## src/logic/ion_pump_hv_supervisor_regs.vh

```
// constants of the ion pump high-voltage supervisor and its serial command port
// assumes a 200 MHz system clock
`ifndef ION_PUMP_HV_SUPERVISOR_REGS_VH
`define ION_PUMP_HV_SUPERVISOR_REGS_VH
`define CLK_HZ 32'h0BEBC200
`define SEC_TIME_S 32'h00000001
`define SEC_CYCLES_DEF 28'hBEBC200
`define DIV_FAST_DEF 17'h05161
`define DIV_MID_DEF 17'h0A2C2
`define DIV_SLOW_DEF 17'h14585
`define SOFT_ON_S 2'h1
`define SOFT_OFF_S 2'h2
`define RUN_LOW_S 2'h2
`define SEC_PER_MIN 14'h003C
`define TMO_MIN_LO 8'h01
`define BAUD_FAST 32'h00002580
`define BAUD_MID 32'h000012C0
`define BAUD_SLOW 32'h00000960
`define BAUD_SEL_RESET 2'h0
`define ERR_INTERLOCK 4'h0
`define ERR_EARTH 4'h1
`define ERR_TIMEOUT 4'h2
`define ERR_RUN 4'h3
`define ERR_HV_OUTPUT 4'h4
`define ERR_INPUT_V 4'h5
`define ERR_TEMP 4'h6
`define ERR_SERIAL 4'h7
`define ERR_NVM 4'h8
`define METER_RESET 3'h1
`define FIFO_DEPTH 32
`endif

```

## src/logic/ion_pump_hv_supervisor_serial_cmd.v

```verilog
// ion pump high-voltage supervisor with serial command interpreter and reply fifo
// assumes one system clock; single-bit pin inputs are asynchronous and synchronised here
`timescale 1ns/10ps
`default_nettype none
`include "ion_pump_hv_supervisor_regs.vh"

module reply_fifo #(
   parameter WIDTH = 8,
   parameter DEPTH = `FIFO_DEPTH,
   parameter AW = 5
) (
   input wire clk_sys_i,
   input wire rst_i,
   input wire in_valid_i,
   output wire in_ready_o,
   input wire [WIDTH-1:0] in_data_i,
   output wire out_valid_o,
   input wire out_ready_i,
   output wire [WIDTH-1:0] out_data_o
);
   reg [WIDTH-1:0] mem [0:DEPTH-1];
   reg [AW-1:0] wr_ptr;
   reg [AW-1:0] rd_ptr;
   reg [AW:0] count;
   wire push = in_valid_i && in_ready_o;
   wire pop = out_valid_o && out_ready_i;
   assign in_ready_o = (count != DEPTH);
   assign out_valid_o = (count != 0);
   assign out_data_o = mem[rd_ptr];
   always @(posedge clk_sys_i) begin
      if (push) begin
         mem[wr_ptr] <= in_data_i;
      end
   end
   always @(posedge clk_sys_i) begin
      if (rst_i) begin
         wr_ptr <= {AW{1'b0}};
         rd_ptr <= {AW{1'b0}};
         count <= {(AW+1){1'b0}};
      end else begin
         if (push) begin
            wr_ptr <= wr_ptr + 1'b1;
         end
         if (pop) begin
            rd_ptr <= rd_ptr + 1'b1;
         end
         if (push && !pop) begin
            count <= count + 1'b1;
         end else if (pop && !push) begin
            count <= count - 1'b1;
         end
      end
   end
endmodule // reply_fifo

module ion_pump_hv_supervisor_serial_cmd #(
   parameter [27:0] SEC_CYCLES = `SEC_CYCLES_DEF,
   parameter [16:0] DIV_FAST = `DIV_FAST_DEF,
   parameter [16:0] DIV_MID = `DIV_MID_DEF,
   parameter [16:0] DIV_SLOW = `DIV_SLOW_DEF,
   parameter FIFO_DEPTH = `FIFO_DEPTH
) (
   input wire clk_sys_i,
   input wire rst_i,
   input wire uart_rx_i,
   output reg uart_tx_o,
   input wire [1:0] baud_sel_i,
   input wire remote_mode_i,
   input wire hv_request_i,
   input wire power_key_i,
   input wire interlock_closed_i,
   input wire earth_fault_i,
   input wire current_high_i,
   input wire voltage_low_i,
   input wire no_output_i,
   input wire input_voltage_mismatch_i,
   input wire over_temp_i,
   input wire nvm_checksum_bad_i,
   input wire pressure_below_p1_i,
   input wire pressure_below_p2_i,
   input wire below_measure_limit_i,
   input wire [7:0] startup_timeout_min_i,
   input wire [15:0] meter_value_i,
   output reg hv_output_o,
   output reg hv_lamp_o,
   output reg run_o,
   output reg error_o,
   output reg [3:0] error_code_o,
   output reg [2:0] meter_range_o,
   output reg meter_mode_o
);
   localparam [1:0] ST_IDLE = 2'h0;
   localparam [1:0] ST_ON = 2'h1;
   localparam [1:0] ST_OFF = 2'h2;
   localparam [1:0] ST_RUN = 2'h3;
   localparam [1:0] RX_IDLE = 2'h0;
   localparam [1:0] RX_START = 2'h1;
   localparam [1:0] RX_DATA = 2'h2;
   localparam [1:0] RX_STOP = 2'h3;
   localparam [7:0] CH_CR = 8'h0D;
   localparam [7:0] CH_LF = 8'h0A;
   localparam [7:0] CH_A = 8'h41;
   localparam [7:0] CH_B = 8'h42;
   localparam [7:0] CH_C = 8'h43;
   localparam [7:0] CH_D = 8'h44;
   localparam [7:0] CH_H = 8'h48;
   localparam [7:0] CH_M = 8'h4D;
   localparam NIN = 15;
   // serial line idles high and the loop idles closed: no false fault after reset
   localparam [NIN-1:0] SYNC_IDLE = 15'h4400;

   function [7:0] hex_ch;
      input [3:0] n;
      begin
         if (n < 4'hA) begin
            hex_ch = {4'h3, n};
         end else begin
            hex_ch = {4'h0, n} + 8'h37;
         end
      end
   endfunction

   // two-flop synchronisers for every single-bit pin input
   wire [NIN-1:0] async_in = {uart_rx_i, remote_mode_i, hv_request_i, power_key_i, interlock_closed_i,
      earth_fault_i, current_high_i, voltage_low_i, no_output_i, input_voltage_mismatch_i,
      over_temp_i, nvm_checksum_bad_i, pressure_below_p1_i, pressure_below_p2_i, below_measure_limit_i};
   reg [NIN-1:0] sync_a;
   reg [NIN-1:0] sync_b;
   genvar gi;
   generate
      for (gi = 0; gi < NIN; gi = gi + 1) begin : g_sync
         always @(posedge clk_sys_i) begin
            if (rst_i) begin
               sync_a[gi] <= SYNC_IDLE[gi];
               sync_b[gi] <= SYNC_IDLE[gi];
            end else begin
               sync_a[gi] <= async_in[gi];
               sync_b[gi] <= sync_a[gi];
            end
         end
      end
   endgenerate
   wire rx = sync_b[14];
   wire remote = sync_b[13];
   wire hv_req = sync_b[12];
   wire key = sync_b[11];
   wire ilk_ok = sync_b[10];
   wire earth = sync_b[9];
   wire cur_high = sync_b[8];
   wire v_low = sync_b[7];
   wire no_out = sync_b[6];
   wire vin_bad = sync_b[5];
   wire hot = sync_b[4];
   wire nvm_bad = sync_b[3];
   wire below_p1 = sync_b[2];
   wire below_p2 = sync_b[1];
   wire below_lim = sync_b[0];
   reg hv_req_d;
   reg key_d;
   reg rx_d;
   wire req_fall = hv_req_d && !hv_req;
   wire key_rise = key && !key_d;

   reg [16:0] bit_div;
   always @* begin
      case (baud_sel_i)
         2'h1: bit_div = DIV_MID;
         2'h2: bit_div = DIV_SLOW;
         default: bit_div = DIV_FAST;
      endcase
   end

   // receiver: 8 data bits lsb first, one stop bit, no parity
   reg [1:0] rx_st;
   reg [16:0] rx_cnt;
   reg [2:0] rx_bit;
   reg [7:0] rx_sh;
   reg rx_done;
   reg rx_ferr;
   always @(posedge clk_sys_i) begin
      if (rst_i) begin
         rx_st <= RX_IDLE;
         rx_cnt <= 17'h00000;
         rx_bit <= 3'h0;
         rx_sh <= 8'h00;
         rx_done <= 1'b0;
         rx_ferr <= 1'b0;
      end else begin
         rx_done <= 1'b0;
         rx_ferr <= 1'b0;
         if (rx_st == RX_IDLE) begin
            if (rx_d && !rx) begin
               rx_st <= RX_START;
               rx_cnt <= {1'b0, bit_div[16:1]};
            end
         end else if (rx_cnt != 17'h00000) begin
            rx_cnt <= rx_cnt - 17'h00001;
         end else begin
            rx_cnt <= bit_div - 17'h00001;
            case (rx_st)
               RX_START: begin
                  rx_st <= rx ? RX_IDLE : RX_DATA;
                  rx_bit <= 3'h0;
               end
               RX_DATA: begin
                  rx_sh <= {rx, rx_sh[7:1]};
                  rx_bit <= rx_bit + 3'h1;
                  if (rx_bit == 3'h7) begin
                     rx_st <= RX_STOP;
                  end
               end
               default: begin
                  rx_st <= RX_IDLE;
                  rx_done <= rx;
                  rx_ferr <= !rx;
               end
            endcase
         end
      end
   end

   // command assembly: letter, first argument char, ended by CR
   reg [7:0] cmd_ch;
   reg [7:0] arg_ch;
   reg arg_seen;
   reg exec;
   reg [7:0] ex_ch;
   reg [7:0] ex_arg;
   reg ex_noarg;
   always @(posedge clk_sys_i) begin
      if (rst_i) begin
         cmd_ch <= 8'h00;
         arg_ch <= 8'h00;
         arg_seen <= 1'b0;
         exec <= 1'b0;
         ex_ch <= 8'h00;
         ex_arg <= 8'h00;
         ex_noarg <= 1'b1;
      end else begin
         exec <= 1'b0;
         if (rx_done) begin
            if (rx_sh == CH_CR) begin
               exec <= (cmd_ch != 8'h00);
               ex_ch <= cmd_ch;
               ex_arg <= arg_ch;
               ex_noarg <= !arg_seen;
               cmd_ch <= 8'h00;
               arg_seen <= 1'b0;
            end else if (cmd_ch == 8'h00) begin
               cmd_ch <= rx_sh;
            end else if (!arg_seen) begin
               arg_ch <= rx_sh;
               arg_seen <= 1'b1;
            end
         end
      end
   end
   reg resp_busy;
   wire go = exec && !resp_busy;
   wire known = (ex_ch == CH_A) || (ex_ch == CH_B) || (ex_ch == CH_C) || (ex_ch == CH_D) ||
      (ex_ch == CH_H) || (ex_ch == CH_M);
   wire cmd_clear = go && (ex_ch == CH_C);
   wire cmd_h0 = go && (ex_ch == CH_H) && !ex_noarg && (ex_arg == 8'h30);
   wire cmd_h1 = go && (ex_ch == CH_H) && !ex_noarg && (ex_arg == 8'h31);
   wire cmd_m = go && (ex_ch == CH_M);

   // error handling: level errors follow their cause, stop errors latch
   reg lat_valid;
   reg [3:0] lat_code;
   reg [1:0] st;
   reg [1:0] next_st;
   reg [1:0] ph;
   reg [1:0] low_sec;
   reg [13:0] tmo_sec;
   reg [27:0] pre;
   reg hv_cmd_on;
   wire sec_tick = (pre == SEC_CYCLES - 28'h0000001);
   wire lvl_err = !ilk_ok || earth || vin_bad || hot || nvm_bad;
   wire err_any = lvl_err || lat_valid;
   wire want = remote ? hv_req : hv_cmd_on;
   wire [7:0] tmo_min = (startup_timeout_min_i < `TMO_MIN_LO) ? `TMO_MIN_LO : startup_timeout_min_i;
   wire [13:0] tmo_lim = {6'h00, tmo_min} * `SEC_PER_MIN;
   wire cycling = (st == ST_ON) || (st == ST_OFF);
   wire set_tmo = cycling && cur_high && sec_tick && (tmo_sec + 14'h0001 >= tmo_lim);
   wire set_run = (st == ST_RUN) && v_low && sec_tick && (low_sec + 2'h1 >= `RUN_LOW_S);
   wire set_hv = ((st == ST_ON) || (st == ST_RUN)) && no_out;
   wire set_ser = rx_ferr || (go && !known);
   wire clr_23 = (remote && req_fall) || (!remote && key_rise);
   always @(posedge clk_sys_i) begin
      if (rst_i) begin
         lat_valid <= 1'b0;
         lat_code <= `ERR_TIMEOUT;
      end else if (!lat_valid && (set_tmo || set_run || set_hv || set_ser)) begin
         lat_valid <= 1'b1;
         if (set_tmo) begin
            lat_code <= `ERR_TIMEOUT;
         end else if (set_run) begin
            lat_code <= `ERR_RUN;
         end else if (set_hv) begin
            lat_code <= `ERR_HV_OUTPUT;
         end else begin
            lat_code <= `ERR_SERIAL;
         end
      end else if (lat_valid && cmd_clear) begin
         lat_valid <= 1'b0;
      end else if (lat_valid && clr_23 && ((lat_code == `ERR_TIMEOUT) || (lat_code == `ERR_RUN))) begin
         lat_valid <= 1'b0;
      end
   end

   // start-up sequencing
   always @* begin
      next_st = st;
      case (st)
         ST_IDLE: begin
            if (want && !err_any) begin
               next_st = ST_ON;
            end
         end
         ST_ON: begin
            if (err_any || !want) begin
               next_st = ST_IDLE;
            end else if (!cur_high) begin
               next_st = ST_RUN;
            end else if (sec_tick && (ph + 2'h1 == `SOFT_ON_S)) begin
               next_st = ST_OFF;
            end
         end
         ST_OFF: begin
            if (err_any || !want) begin
               next_st = ST_IDLE;
            end else if (sec_tick && (ph + 2'h1 == `SOFT_OFF_S)) begin
               next_st = ST_ON;
            end
         end
         ST_RUN: begin
            if (err_any || !want) begin
               next_st = ST_IDLE;
            end
         end
         default: next_st = ST_IDLE;
      endcase
   end
   // the second prescaler restarts on each phase and, in run, while voltage is good
   wire pre_clr = (st != next_st) || ((st == ST_RUN) && !v_low);
   always @(posedge clk_sys_i) begin
      if (rst_i) begin
         st <= ST_IDLE;
         pre <= 28'h0000000;
         ph <= 2'h0;
         low_sec <= 2'h0;
         tmo_sec <= 14'h0000;
         hv_cmd_on <= 1'b0;
         hv_req_d <= 1'b0;
         key_d <= 1'b0;
         rx_d <= 1'b0;
      end else begin
         hv_req_d <= hv_req;
         key_d <= key;
         rx_d <= rx;
         st <= next_st;
         pre <= (pre_clr || sec_tick) ? 28'h0000000 : pre + 28'h0000001;
         ph <= (st != next_st) ? 2'h0 : (sec_tick ? ph + 2'h1 : ph);
         if (st != ST_RUN || !v_low) begin
            low_sec <= 2'h0;
         end else if (sec_tick && low_sec != 2'h3) begin
            low_sec <= low_sec + 2'h1;
         end
         if (st == ST_IDLE) begin
            tmo_sec <= 14'h0000;
         end else if (cycling && sec_tick) begin
            tmo_sec <= tmo_sec + 14'h0001;
         end
         if (cmd_h1) begin
            hv_cmd_on <= 1'b1;
         end else if (cmd_h0 || cmd_clear || err_any) begin
            hv_cmd_on <= 1'b0;
         end
      end
   end

   // status outputs
   reg [3:0] next_code;
   always @* begin
      if (!ilk_ok) begin
         next_code = `ERR_INTERLOCK;
      end else if (earth) begin
         next_code = `ERR_EARTH;
      end else if (vin_bad) begin
         next_code = `ERR_INPUT_V;
      end else if (hot) begin
         next_code = `ERR_TEMP;
      end else if (nvm_bad) begin
         next_code = `ERR_NVM;
      end else begin
         next_code = lat_code;
      end
   end
   always @(posedge clk_sys_i) begin
      if (rst_i) begin
         hv_output_o <= 1'b0;
         hv_lamp_o <= 1'b0;
         run_o <= 1'b0;
         error_o <= 1'b0;
         error_code_o <= `ERR_INTERLOCK;
         meter_range_o <= `METER_RESET;
         meter_mode_o <= 1'b0;
      end else begin
         hv_output_o <= ((st == ST_ON) || (st == ST_RUN)) && !err_any;
         hv_lamp_o <= (st == ST_RUN) && !err_any;
         run_o <= (st == ST_RUN) && !err_any;
         error_o <= err_any;
         error_code_o <= next_code;
         if (cmd_m && ex_noarg) begin
            meter_mode_o <= 1'b1;
         end else if (cmd_m && ex_arg == 8'h30) begin
            meter_mode_o <= 1'b0;
         end else if (cmd_m && ex_arg >= 8'h31 && ex_arg <= 8'h34) begin
            meter_range_o <= ex_arg[2:0];
         end
      end
   end

   // reply builder pushes into the fifo, stalled by its ready
   reg [7:0] resp_mem [0:5];
   reg [2:0] resp_len;
   reg [2:0] resp_idx;
   wire fifo_in_ready;
   wire pressure_range = (meter_range_o == 3'h2) || (meter_range_o == 3'h3);
   wire [7:0] mant_ch = (pressure_range && below_lim) ? 8'h30 : hex_ch(meter_value_i[15:12]);
   always @(posedge clk_sys_i) begin
      if (rst_i) begin
         resp_busy <= 1'b0;
         resp_len <= 3'h2;
         resp_idx <= 3'h0;
      end else if (go) begin
         resp_busy <= 1'b1;
         resp_idx <= 3'h0;
         resp_len <= 3'h2;
         resp_mem[0] <= CH_CR;
         resp_mem[1] <= CH_LF;
         case (ex_ch)
            CH_A, CH_B: begin
               resp_len <= 3'h3;
               resp_mem[0] <= {7'h18, (ex_ch == CH_A) ? below_p1 : below_p2};
               resp_mem[1] <= CH_CR;
               resp_mem[2] <= CH_LF;
            end
            CH_D: begin
               resp_len <= 3'h6;
               resp_mem[0] <= mant_ch;
               resp_mem[1] <= hex_ch(meter_value_i[11:8]);
               resp_mem[2] <= hex_ch(meter_value_i[7:4]);
               resp_mem[3] <= hex_ch(meter_value_i[3:0]);
               resp_mem[4] <= CH_CR;
               resp_mem[5] <= CH_LF;
            end
            CH_H, CH_M: begin
               if (ex_noarg) begin
                  resp_len <= 3'h3;
                  resp_mem[0] <= (ex_ch == CH_H) ? {7'h18, hv_output_o} : {5'h06, meter_range_o};
                  resp_mem[1] <= CH_CR;
                  resp_mem[2] <= CH_LF;
               end
            end
            default: resp_len <= 3'h2;
         endcase
      end else if (resp_busy && fifo_in_ready) begin
         resp_idx <= resp_idx + 3'h1;
         if (resp_idx + 3'h1 == resp_len) begin
            resp_busy <= 1'b0;
         end
      end
   end

   wire fifo_out_valid;
   wire [7:0] fifo_out_data;
   reg tx_busy;
   reply_fifo #(.WIDTH(8), .DEPTH(FIFO_DEPTH), .AW(5)) u_fifo (
      .clk_sys_i(clk_sys_i),
      .rst_i(rst_i),
      .in_valid_i(resp_busy),
      .in_ready_o(fifo_in_ready),
      .in_data_i(resp_mem[resp_idx]),
      .out_valid_o(fifo_out_valid),
      .out_ready_i(!tx_busy),
      .out_data_o(fifo_out_data)
   );

   // transmitter: start bit, 8 data bits lsb first, stop bit
   reg [9:0] tx_sh;
   reg [3:0] tx_n;
   reg [16:0] tx_cnt;
   always @(posedge clk_sys_i) begin
      if (rst_i) begin
         tx_busy <= 1'b0;
         tx_sh <= 10'h3FF;
         tx_n <= 4'h0;
         tx_cnt <= 17'h00000;
         uart_tx_o <= 1'b1;
      end else if (!tx_busy) begin
         uart_tx_o <= 1'b1;
         if (fifo_out_valid) begin
            tx_busy <= 1'b1;
            tx_sh <= {1'b1, fifo_out_data, 1'b0};
            tx_n <= 4'h0;
            tx_cnt <= 17'h00000;
         end
      end else if (tx_cnt != 17'h00000) begin
         tx_cnt <= tx_cnt - 17'h00001;
      end else if (tx_n == 4'hA) begin
         tx_busy <= 1'b0;
      end else begin
         uart_tx_o <= tx_sh[0];
         tx_sh <= {1'b1, tx_sh[9:1]};
         tx_n <= tx_n + 4'h1;
         tx_cnt <= bit_div - 17'h00001;
      end
   end
endmodule // ion_pump_hv_supervisor_serial_cmd
`default_nettype wire

```

## config.mk

```make
export PLATFORM = sky130hd
export DESIGN_NAME = ion_pump_hv_supervisor_serial_cmd
export DESIGN_NICKNAME = d
export VERILOG_FILES = /design/src/logic/ion_pump_hv_supervisor_serial_cmd.v
export VERILOG_INCLUDE_DIRS = /design/src /design/src/logic
export SDC_FILE = /design/constraint.sdc
export NUM_CORES = 1
export LEC_CHECK = 0
export ABC_AREA = 1
export BUFFER_PORTS_ARGS = -buffer_cell sky130_fd_sc_hd__buf_2
export CORE_UTILIZATION = 40
export DETAILED_ROUTE_END_ITERATION = 8
export SYNTH_ARGS = -nofsm -noshare
export SYNTH_HDL_FRONTEND = slang
export SYNTH_SLANG_ARGS = --single-unit
```

## constraint.sdc

```tcl
create_clock -name clk_sys_i -period 7.1 [get_ports clk_sys_i]
set_input_delay 1.42 -clock clk_sys_i [delete_from_list [all_inputs] [get_ports clk_sys_i]]
set_output_delay 1.42 -clock clk_sys_i [all_outputs]
set_load 0.01 [all_outputs]
```

# After elaboration in Yosys (flattened, before gate mapping)
# Memory sizes are Yosys's and may differ from the RTL's. A register that Yosys moved wholly into a read port is not among the register bits.
# Index checks and enable logic that the tools add are counted.
[classes]
add_sub_neg = 18
multipliers = 1
order_cmp = 9
eq_ne = 37
mux = 108
bitwise = 20
reduce_logical = 124
[op_table]
columns = ["op", "count"]
rows = [
  ["two-way mux 8 bit", 21],
  ["two-way mux 17 bit", 7],
  ["subtractor 17 x 1 -> 17 bit (second input constant)", 3],
  ["== test 8 x 7 -> 1 bit (second input constant)", 6],
  ["logical AND 1 bit", 41],
  ["two-way mux 10 bit", 4],
  ["two-way mux 1 bit", 38],
  ["one-hot mux 17 bit (2 select lines)", 1],
  ["nonzero test 17 bit", 2],
  ["adder 28 x 1 -> 28 bit (second input constant)", 1],
  ["adder 4 x 6 -> 7 bit (second input constant)", 4],
  ["== test 28 bit (second input constant)", 1],
  ["two-way mux 7 bit", 4],
  ["two-way mux 2 bit", 13],
  ["logical OR 1 bit", 25],
  ["two-way mux 3 bit", 7],
  ["two-way mux 4 bit", 5],
  ["OR reduction 2 bit", 9],
  ["== test 8 x 6 -> 1 bit (second input constant)", 2],
  ["logical NOT 1 bit", 16],
  ["< comparator 4 bit (second input constant)", 4],
  ["nonzero test 2 bit", 8],
  ["AND reduction 3 bit", 5],
  ["adder 14 x 1 -> 14 bit (second input constant)", 1],
  ["other kinds (43)", 89],
]
[word_totals]
regBits = 221
ram_bits = 304
inputBits = 43
wordCells = 393
mem_count = 2
[mem_list]
columns = ["memory", "words", "word_bits", "rd", "rd_clocked_by_memory_dff", "write_ports", "line_no", "text"]
rows = [
  ["u_fifo.mem", 32, 8, 1, 1, 1, "ion_pump_hv_supervisor_serial_cmd.v:21", "reg [WIDTH-1:0] mem [0:DEPTH-1];"],
  ["resp_mem", 6, 8, 1, 1, 6, "ion_pump_hv_supervisor_serial_cmd.v:425", "reg [7:0] resp_mem [0:5];"],
]

# Longest topological paths before layout
# Gate-level depths: netlist of run 1.
[logic_depth]
depth_word = 14
depth_mapped = 30

# Modules after synthesis
# Synthesis of run 1 repeated with hierarchy kept, for this count alone.
[unflattened]
cells_unflattened = 2656
hier_area_um2 = 23626.4
[by_module_without_submodules]
columns = ["module", "n_inst", "cells_per_inst", "area_each_um2", "seq_area_each_um2"]
rows = [
  ["ion_pump_hv_supervisor_serial_cmd", 1, 1609, 11941.5, 4764.6],
  ["reply_fifo", 1, 1047, 11685.0, 8107.8],
]

# Worst setup path before layout of run 1
# OpenSTA, ideal clock, no wires.
[synth_path]
kind = "input port to flip-flop"
startpoint = "input startup_timeout_min_i[6]"
endpoint = "register lat_code[0]"
setup_time_ns = 0.128
arrival_time_ns = 5.595
setup_slack_ns = 1.377
cell_stages = 29
path_buffers = 0
path_cell_list = "inv_1 > ha_1 > nand4_1 > nor4_1 > nor2_1 > fa_1 > inv_1 > fa_1 > inv_1 > fa_1 > o31ai_1 > nand2_1 > nand2_1 > a21oi_1 > nor2_1 > o21ai_0 > nand2_1 > xnor2_1 > ha_1 > nand2_1 > nor2_1 > a211oi_1 > nand3_1 > nand3_1 > nand2_1 > nand2_1 > nand2_1 > o21ai_0 > nor2_1"
[synth_between]
elab_chain_cells = 9
[synth_rtl]
columns = ["item", "line_no", "text"]
rows = [
  ["from (decl)", "ion_pump_hv_supervisor_serial_cmd.v:82", "input wire [7:0] startup_timeout_min_i,"],
  ["< comparator 8 x 1 -> 1 bit (no source line)", "--", ""],
  ["two-way mux 8 bit *", "ion_pump_hv_supervisor_serial_cmd.v:281", "wire [7:0] tmo_min = (startup_timeout_min_i < `TMO_MIN_LO) ? `TMO_MIN_LO : startup_timeout_min_i;"],
  ["multiplier 8 x 4 -> 12 bit (no source line) *", "--", ""],
  ["greater-or-equal comparator 14 bit *", "ion_pump_hv_supervisor_serial_cmd.v:284", "wire set_tmo = cycling && cur_high && sec_tick && (tmo_sec + 14'h0001 >= tmo_lim);"],
  ["logical AND 1 bit *", "ion_pump_hv_supervisor_serial_cmd.v:284", ""],
  ["logical OR 1 bit (3 in a row)", "ion_pump_hv_supervisor_serial_cmd.v:293", "end else if (!lat_valid && (set_tmo || set_run || set_hv || set_ser)) begin"],
  ["logical AND 1 bit", "ion_pump_hv_supervisor_serial_cmd.v:293", ""],
  ["to (signal assigned)", "ion_pump_hv_supervisor_serial_cmd.v:292", "lat_code <= `ERR_TIMEOUT;"],
  ["to (signal assigned)", "ion_pump_hv_supervisor_serial_cmd.v:296", "lat_code <= `ERR_TIMEOUT;"],
  ["to (signal assigned)", "ion_pump_hv_supervisor_serial_cmd.v:298", "lat_code <= `ERR_RUN;"],
  ["to (decl)", "ion_pump_hv_supervisor_serial_cmd.v:269", "reg [3:0] lat_code;"],
]
# Mark *: on every way between the ends. The rest lies on a longest branch, timed or not.
# A chain may end at the register's enable or synchronous reset.

# Final worst setup path of run 1
# Ends and elaborated chain as after synthesis.

==> impl_metrics.py, run 1 <==
metrics = {
    "run_status": {
        "outcome": "finished clean",
    },
    "logic_synthesis": {
        "syn_area_um2": 21800,
        "ys_seq_area_share_pct": 54.7,
        "ys_seq_elements": 478,
        "synth.area.top_cells": "edfxtp_1, dfxtp_1, nor2_1",
        "synthTopCellsByCount": "nor2_1, inv_1, nand2_1",
        "synth_edf_count": 234,
        "synth_nets": 2511,
        "yosysWarnings": 0,
        "synthFlopType": "dfxtp_1",
        "async_flop_share_pct": 0,
        "yosysMostFrequentCell": "nor2_1",
        "synth.distinct_cells": 49,
        "synthesis.instances": 2389,
        "synth_top_area_cell": "edfxtp_1",
        "synth_top_area_share_pct": 32.3,
        "syn_avg_cell_area_um2": 9.11,
    },
    "power_and_ir_drop": {
        "total_power_mw": 8.03,
        "irDropWorstVdd_mv": 0.266,
        "p_leak_nw": 9.46,
        "power.density_nw_per_um2": 327,
    },
    "grt": {
        "grt_pass1_wl_mm": 81.0,
        "antenna_found_initial": 1,
        "grt_util_all_layers_pct": 17.8,
        "met3_usage_pct": 2.67,
        "gr-max-usage-layer": "met2",
        "grt_pass1_vias": 15900,
        "grt_overflow": 0,
        "grt_max_degree": 85,
        "met2_usage_pct": 30.4,
        "met1_usage_pct": 23.2,
    },
    "clocking": {
        "cts_sinks": 478,
        "htree_levels": 2,
        "clockBufferDepth": 3,
        "cts.hold.buffers_added": 0,
        "path_clk_slew_ns": 0.06,
        "clk_latency_ns": 0.58,
        "cts.repair.resized": 0,
        "cts_made_buffers": 51,
        "cts_tree": "yes",
        "root_buffer": "clkbuf_16",
        "cts_setup_buffers": 0,
    },
    "place": {
        "finalWeightedCongestion": 0.828,
        "portBuffers": 55,
        "place_hpwl_mm": 32.1,
    },
    "drt": {
        "drc": 0,
        "vias": 16200,
        "wire_per_inst_um": 15.4,
        "routed_via_density": 5.13,
        "drtIter0Drc": 1178,
        "ant_nets": 0,
        "wirelength_mm": 48.9,
        "drt-pass1-iter-count": 6,
    },
    "critical_path": {
        "path_class": "input port to flop",
        "slowest_delay_ns": 0.53,
        "crit_path_end_kind": "flop",
        "worstPathRequired_ns": 7.53,
        "crit_buf_inv": 4,
        "start_kind": "input port",
        "slowest_stage": "fa_1",
        "path_max_fanout": 4,
        "crit_top_cell": "nand2_1",
        "critical_path_arrival_ns": 6.51,
        "crit_family": "adder cells",
    },
    "layout": {
        "area_growth_pct": 12.8,
        "final_nets": 2554,
        "final_layout_size_suffix_gt1_share_pct": 8.82,
        "multi_input_area_um2": 8380,
        "fillers": 5146,
        "antennaDiodeCount": 0,
        "seqCellArea_um2": 11900,
    },
    "die": {
        "dieArea_um2": 55400,
        "pin_count": 56,
        "start_util_pct": 40.5,
        "die_h_um": 235,
        "rows": 85,
        "fp.dieW_um": 235,
        "core_um2": 53800,
    },
    "timing": {
        "min_period_ns": 6.07,
        "post-route-period-util_pct": 85.5,
        "hold_violations": 0,
        "grt_setup_unrepaired": "false",
        "setup_viol": 0,
        "max_slew_margin_pct": 25.6,
        "fmax_ghz": 0.165,
        "fin_skew_ns": 0.0186,
        "setup_tns_ns": 0,
        "drv_slew": 0,
        "whs_ns": 0.401,
        "tightestPinTransition_ns": 1.11,
    },
    "flow_run": {
        "maxCapViolCount": 0,
    },
    "worst_hold_path": {
        "hp-class": "flop to flop",
    },
}
## cells in the final DEF, fill, tap and decap left out, types with 4 or more instances in the layout
cell	count
a21oi_1	116
a221oi_1	4
a31oi_1	8
buf_2	55
buf_4	16
bufinv_16	9
clkbuf_1	8
clkbuf_16	54
clkbuf_8	7
clkinv_1	10
clkinv_2	8
dfxtp_1	242
edfxtp_1	234
fa_1	11
ha_1	68
inv_1	305
inv_2	4
nand2_1	268
nand2_2	4
nand3_1	99
nand3_2	4
nand4_1	22
nor2_1	357
nor2_2	30
nor3_1	31
nor3_2	4
nor4_1	10
o2111ai_1	5
o211ai_1	47
o21ai_0	244
o221ai_1	26
o22ai_1	28
o31ai_1	8
o32ai_1	7
or2_2	7
xnor2_1	23
xor2_1	57
## registers in the layout, summed over array words and instances, names as in the netlist, 6 cells and up, named ones only
name	flops
u_fifo.mem	224
tx_sh	9
tmo_sec	14
ex_ch	8
pre	28
resp_mem	28
rx_cnt	17
rx_sh	8
cmd_ch	8
tx_cnt	17
u_fifo.count	6
arg_ch	8
sync_a	15
ex_arg	8
## worst reg2reg max path, cell delays in order (launching register included)
cell      delay, ns
dfxtp_1        0.29
inv_1          0.11
nand2_1        0.12
nor2_1         0.72
clkinv_1       0.54
nor2_1         0.98
inv_1          0.37
a21oi_1        0.22
a21oi_1        0.06
## final cells by class
cell class,count,share of cell area [%]
clock buffers,69,6.02
clock inverters,24,1.41
inverters,314,4.80
multi-input cells,1516,34.1
flip-flops and latches,478,48.5
well taps,696,3.55
repair buffers,71,1.61
## through the flow
stage	utilization, %	instances	instance area, µm²	setup slack (ns)
floorplan	-	2389	21800	1.38
global placement	42.2	3075	22700	0.574
detailed placement	42.2	3075	22700	0.474
CTS	45.6	3168	24600	1.06
global route	45.6	3168	24600	0.602
finish	45.6	3168	24600	1.03
## per-layer routing
layer	share of wire, %	up-vias
met5	0.027	-
met4	2.4	2
met3	4.5	83
met2	47	321
met1	46	7676
li1	-	8161
## path summary, 6_finish.rpt
kind	start	endpoint	slack, ns	cells after the start
worst min register to register	sync_a[6]$_SDFF_PP0_	no_out$_SDFF_PP0_	0.40	2
worst max register to register	resp_busy$_SDFFE_PP0P_	resp_mem[1][3]$_SDFFE_PP1P_	3.59	8
worst max-delay path	startup_timeout_min_i[6]	lat_code[0]$_SDFFE_PP0P_	1.03	30
worst min-delay path	sync_a[6]$_SDFF_PP0_	no_out$_SDFF_PP0_	0.40	2
## where the power goes
| group | internal (mW) | leakage, nW | switching, mW |
|---|---|---|---|
| sequential | 3.03 | 4.10 | 0.113 |
| clock | 1.78 | 0.896 | 1.07 |
| combinational | 0.660 | 4.46 | 1.38 |
| total | 5.47 | 9.46 | 2.56 |
## cell families after synthesis
logic type,Yosys count,synth area share (%)
AO/OA/AOI/OAI,514,13.6
XOR/XNOR,80,3.22
adder cells (fa/ha/maj),79,4.92
buffers and inverters,395,6.97
flip-flops,478,54.7
AND/OR/NAND/NOR,843,16.6
(Power assumes the default switching activity.)
==> run 2: changes to the inputs <==
- clock period: 7.1 -> 7.3 ns (I/O delays scaled with it)
==> run 2 against run 1 <==
Cell count barely moved. Total power fell by 4.2%. Wire length rose by 0.49%. Core utilization fell by 0.13 points. Register-to-register slack improved by 0.20 ns. Via count fell by 0.18%. Non-clock buffer count did not move. Sequential power fell by 3%.
==> impl_metrics.py, run 2 (synthesized netlist as in run 1, its figures left out) <==
metrics = {
    "run_status": {
        "outcome": "finished clean",
    },
    "flow_run": {
        "maxCapViolCount": 0,
    },
    "critical_path": {
        "crit_top_cell": "nand2_1",
        "path_class": "input port to flop",
        "slowest_stage": "fa_1",
        "path_max_fanout": 4,
        "worstPathRequired_ns": 7.74,
        "crit_path_end_kind": "flop",
        "start_kind": "input port",
        "slowest_delay_ns": 0.52,
        "critical_path_arrival_ns": 6.62,
    },
    "timing": {
        "tightestPinTransition_ns": 1.12,
        "worst_slack_ns": 1.12,
        "whs_ns": 0.398,
        "grt_setup_unrepaired": "false",
        "post-route-period-util_pct": 84.6,
        "setup_tns_ns": 0,
        "drv_slew": 0,
        "fmax_ghz": 0.162,
        "min_period_ns": 6.18,
        "hold_violations": 0,
        "max_slew_margin_pct": 25.3,
        "setup_viol": 0,
        "fin_skew_ns": 0.0125,
    },
    "layout": {
        "area_growth_pct": 12.5,
        "final_common_cell": "nor2_1",
        "final_layout_size_suffix_gt1_share_pct": 9.02,
        "design_area_um2": 24500,
        "largest_reg_flops": 224,
        "regMostFlops": "u_fifo.mem",
        "layout.core_utilization_pct": 45.5,
        "reg_top3": "u_fifo.mem: 224 flops, pre: 28 flops, resp_mem: 28 flops",
        "final_cell_mix": "nor2_1, inv_1, nand2_1, o21ai_0, dfxtp_1",
        "final_nets": 2554,
        "antennaDiodeCount": 0,
    },
    "clocking": {
        "root_buffer": "clkbuf_16",
        "cts.repair.resized": 0,
        "cts_made_buffers": 51,
        "cts.hold.buffers_added": 0,
        "cts_sinks": 478,
        "clk_latency_ns": 0.58,
        "cts_tree": "yes",
        "clockBufferDepth": 3,
        "htree_levels": 2,
        "cts_setup_buffers": 0,
        "path_clk_slew_ns": 0.06,
    },
    "die": {
        "dieArea_um2": 55400,
        "core_um2": 53800,
        "fp.dieW_um": 235,
        "rows": 85,
        "start_util_pct": 40.5,
        "pin_count": 56,
        "die_h_um": 235,
    },
    "grt": {
        "grt_pass1_wl_mm": 81.4,
        "antenna_found_initial": 0,
        "grt_pass1_vias": 16100,
        "grt_util_all_layers_pct": 17.8,
        "grt_max_degree": 85,
        "grt_overflow": 0,
    },
    "worst_hold_path": {
        "hp-class": "flop to flop",
    },
    "place": {
        "place_ws_ns": 0.593,
        "finalWeightedCongestion": 0.828,
        "place_hpwl_mm": 32.3,
        "portBuffers": 55,
        "placed_cell_area_um2": 22700,
    },
    "power_and_ir_drop": {
        "p_leak_nw": 9.44,
        "p_int_mw": 5.18,
        "p_comb_share_pct": 25.6,
        "power.density_nw_per_um2": 314,
        "p_sw_mw": 2.52,
        "irDropWorstVdd_mv": 0.253,
        "clkPwrFrac_pct": 34.7,
        "power_frac_seq_pct": 39.7,
        "switching_share_pct": 32.7,
    },
    "drt": {
        "wirelength_mm": 49.2,
        "drtIter0Drc": 1130,
        "wire_per_inst_um": 15.5,
        "drt-pass1-iter-count": 5,
        "ant_nets": 0,
        "routed_via_density": 5.12,
        "vias": 16200,
        "drc": 0,
    },
}
-- run 2: cell count changes in the layout (fill, tap and decap cells not counted), moves of 2 or more --
| cell | before | now |
|---|---|---|
| clkbuf_1 | 8 | 5 |
| bufinv_16 | 9 | 4 |
| inv_6 | 0 | 2 |
| clkinv_2 | 8 | 13 |
| clkbuf_16 | 54 | 56 |
-- run 2: worst paths after layout --
| path | startpoint | to | slack (ns) | depth (start not counted) |
|---|---|---|---|---|
| max | startup_timeout_min_i[6] | lat_code[0]$_SDFFE_PP0P_ | 1.12 | 30 |
| min | sync_a[11]$_SDFF_PP0_ | key$_SDFF_PP0_ | 0.40 | 2 |
| max reg2reg | resp_busy$_SDFFE_PP0P_ | resp_mem[1][3]$_SDFFE_PP1P_ | 3.79 | 8 |
| min reg2reg | sync_a[11]$_SDFF_PP0_ | key$_SDFF_PP0_ | 0.40 | 2 |
-- run 2: cell type report --
class / instances / area, µm²
fill: 5119 / 29300
sequential: 478 / 11900
multi-input combinational: 1516 / 8380
clock buffer: 67 / 1500
inverter: 314 / 1180
tap: 696 / 871
timing repair buffer: 71 / 395
clock inverter: 27 / 249
-- run 2: layer usage --
layer | track usage (%) | up-vias | wire length [µm]
met1 | 23.4 | 7641 | 22600
met5 | 0 | - | 0
met2 | 30.2 | 324 | 23100
met3 | 2.65 | 87 | 2210
met4 | 5.62 | 0 | 1270
li1 | - | 8161 | -
-- run 2: worst max-delay path, delay by kind of cell --
family / cells / cell delay [ns]
AND/OR/NAND/NOR: 15 / 1.82
AO/OA/AOI/OAI: 5 / 0.99
XOR/XNOR: 1 / 0.13
adder cells (fa/ha/maj): 5 / 1.89
buffers and inverters: 4 / 0.32
-- run 2: power groups by stage --
stage / clock, mW / combinational, mW / sequential, mW
global placement: 0 / 1.92 / 3.11
CTS: 2.72 / 1.97 / 3.05
global route: 2.83 / 2.25 / 3.07
floorplan: 0 / 1.48 / 3.09
detailed placement: 0 / 1.96 / 3.11
finish: 2.67 / 1.97 / 3.06
-- run 2: stage by stage --
| stage | instances | total power, mW |
|---|---|---|
| floorplan | 2389 | 4.57 |
| global placement | 3075 | 5.03 |
| detailed placement | 3075 | 5.07 |
| CTS | 3169 | 7.75 |
| global route | 3169 | 8.15 |
| finish | 3169 | 7.70 |
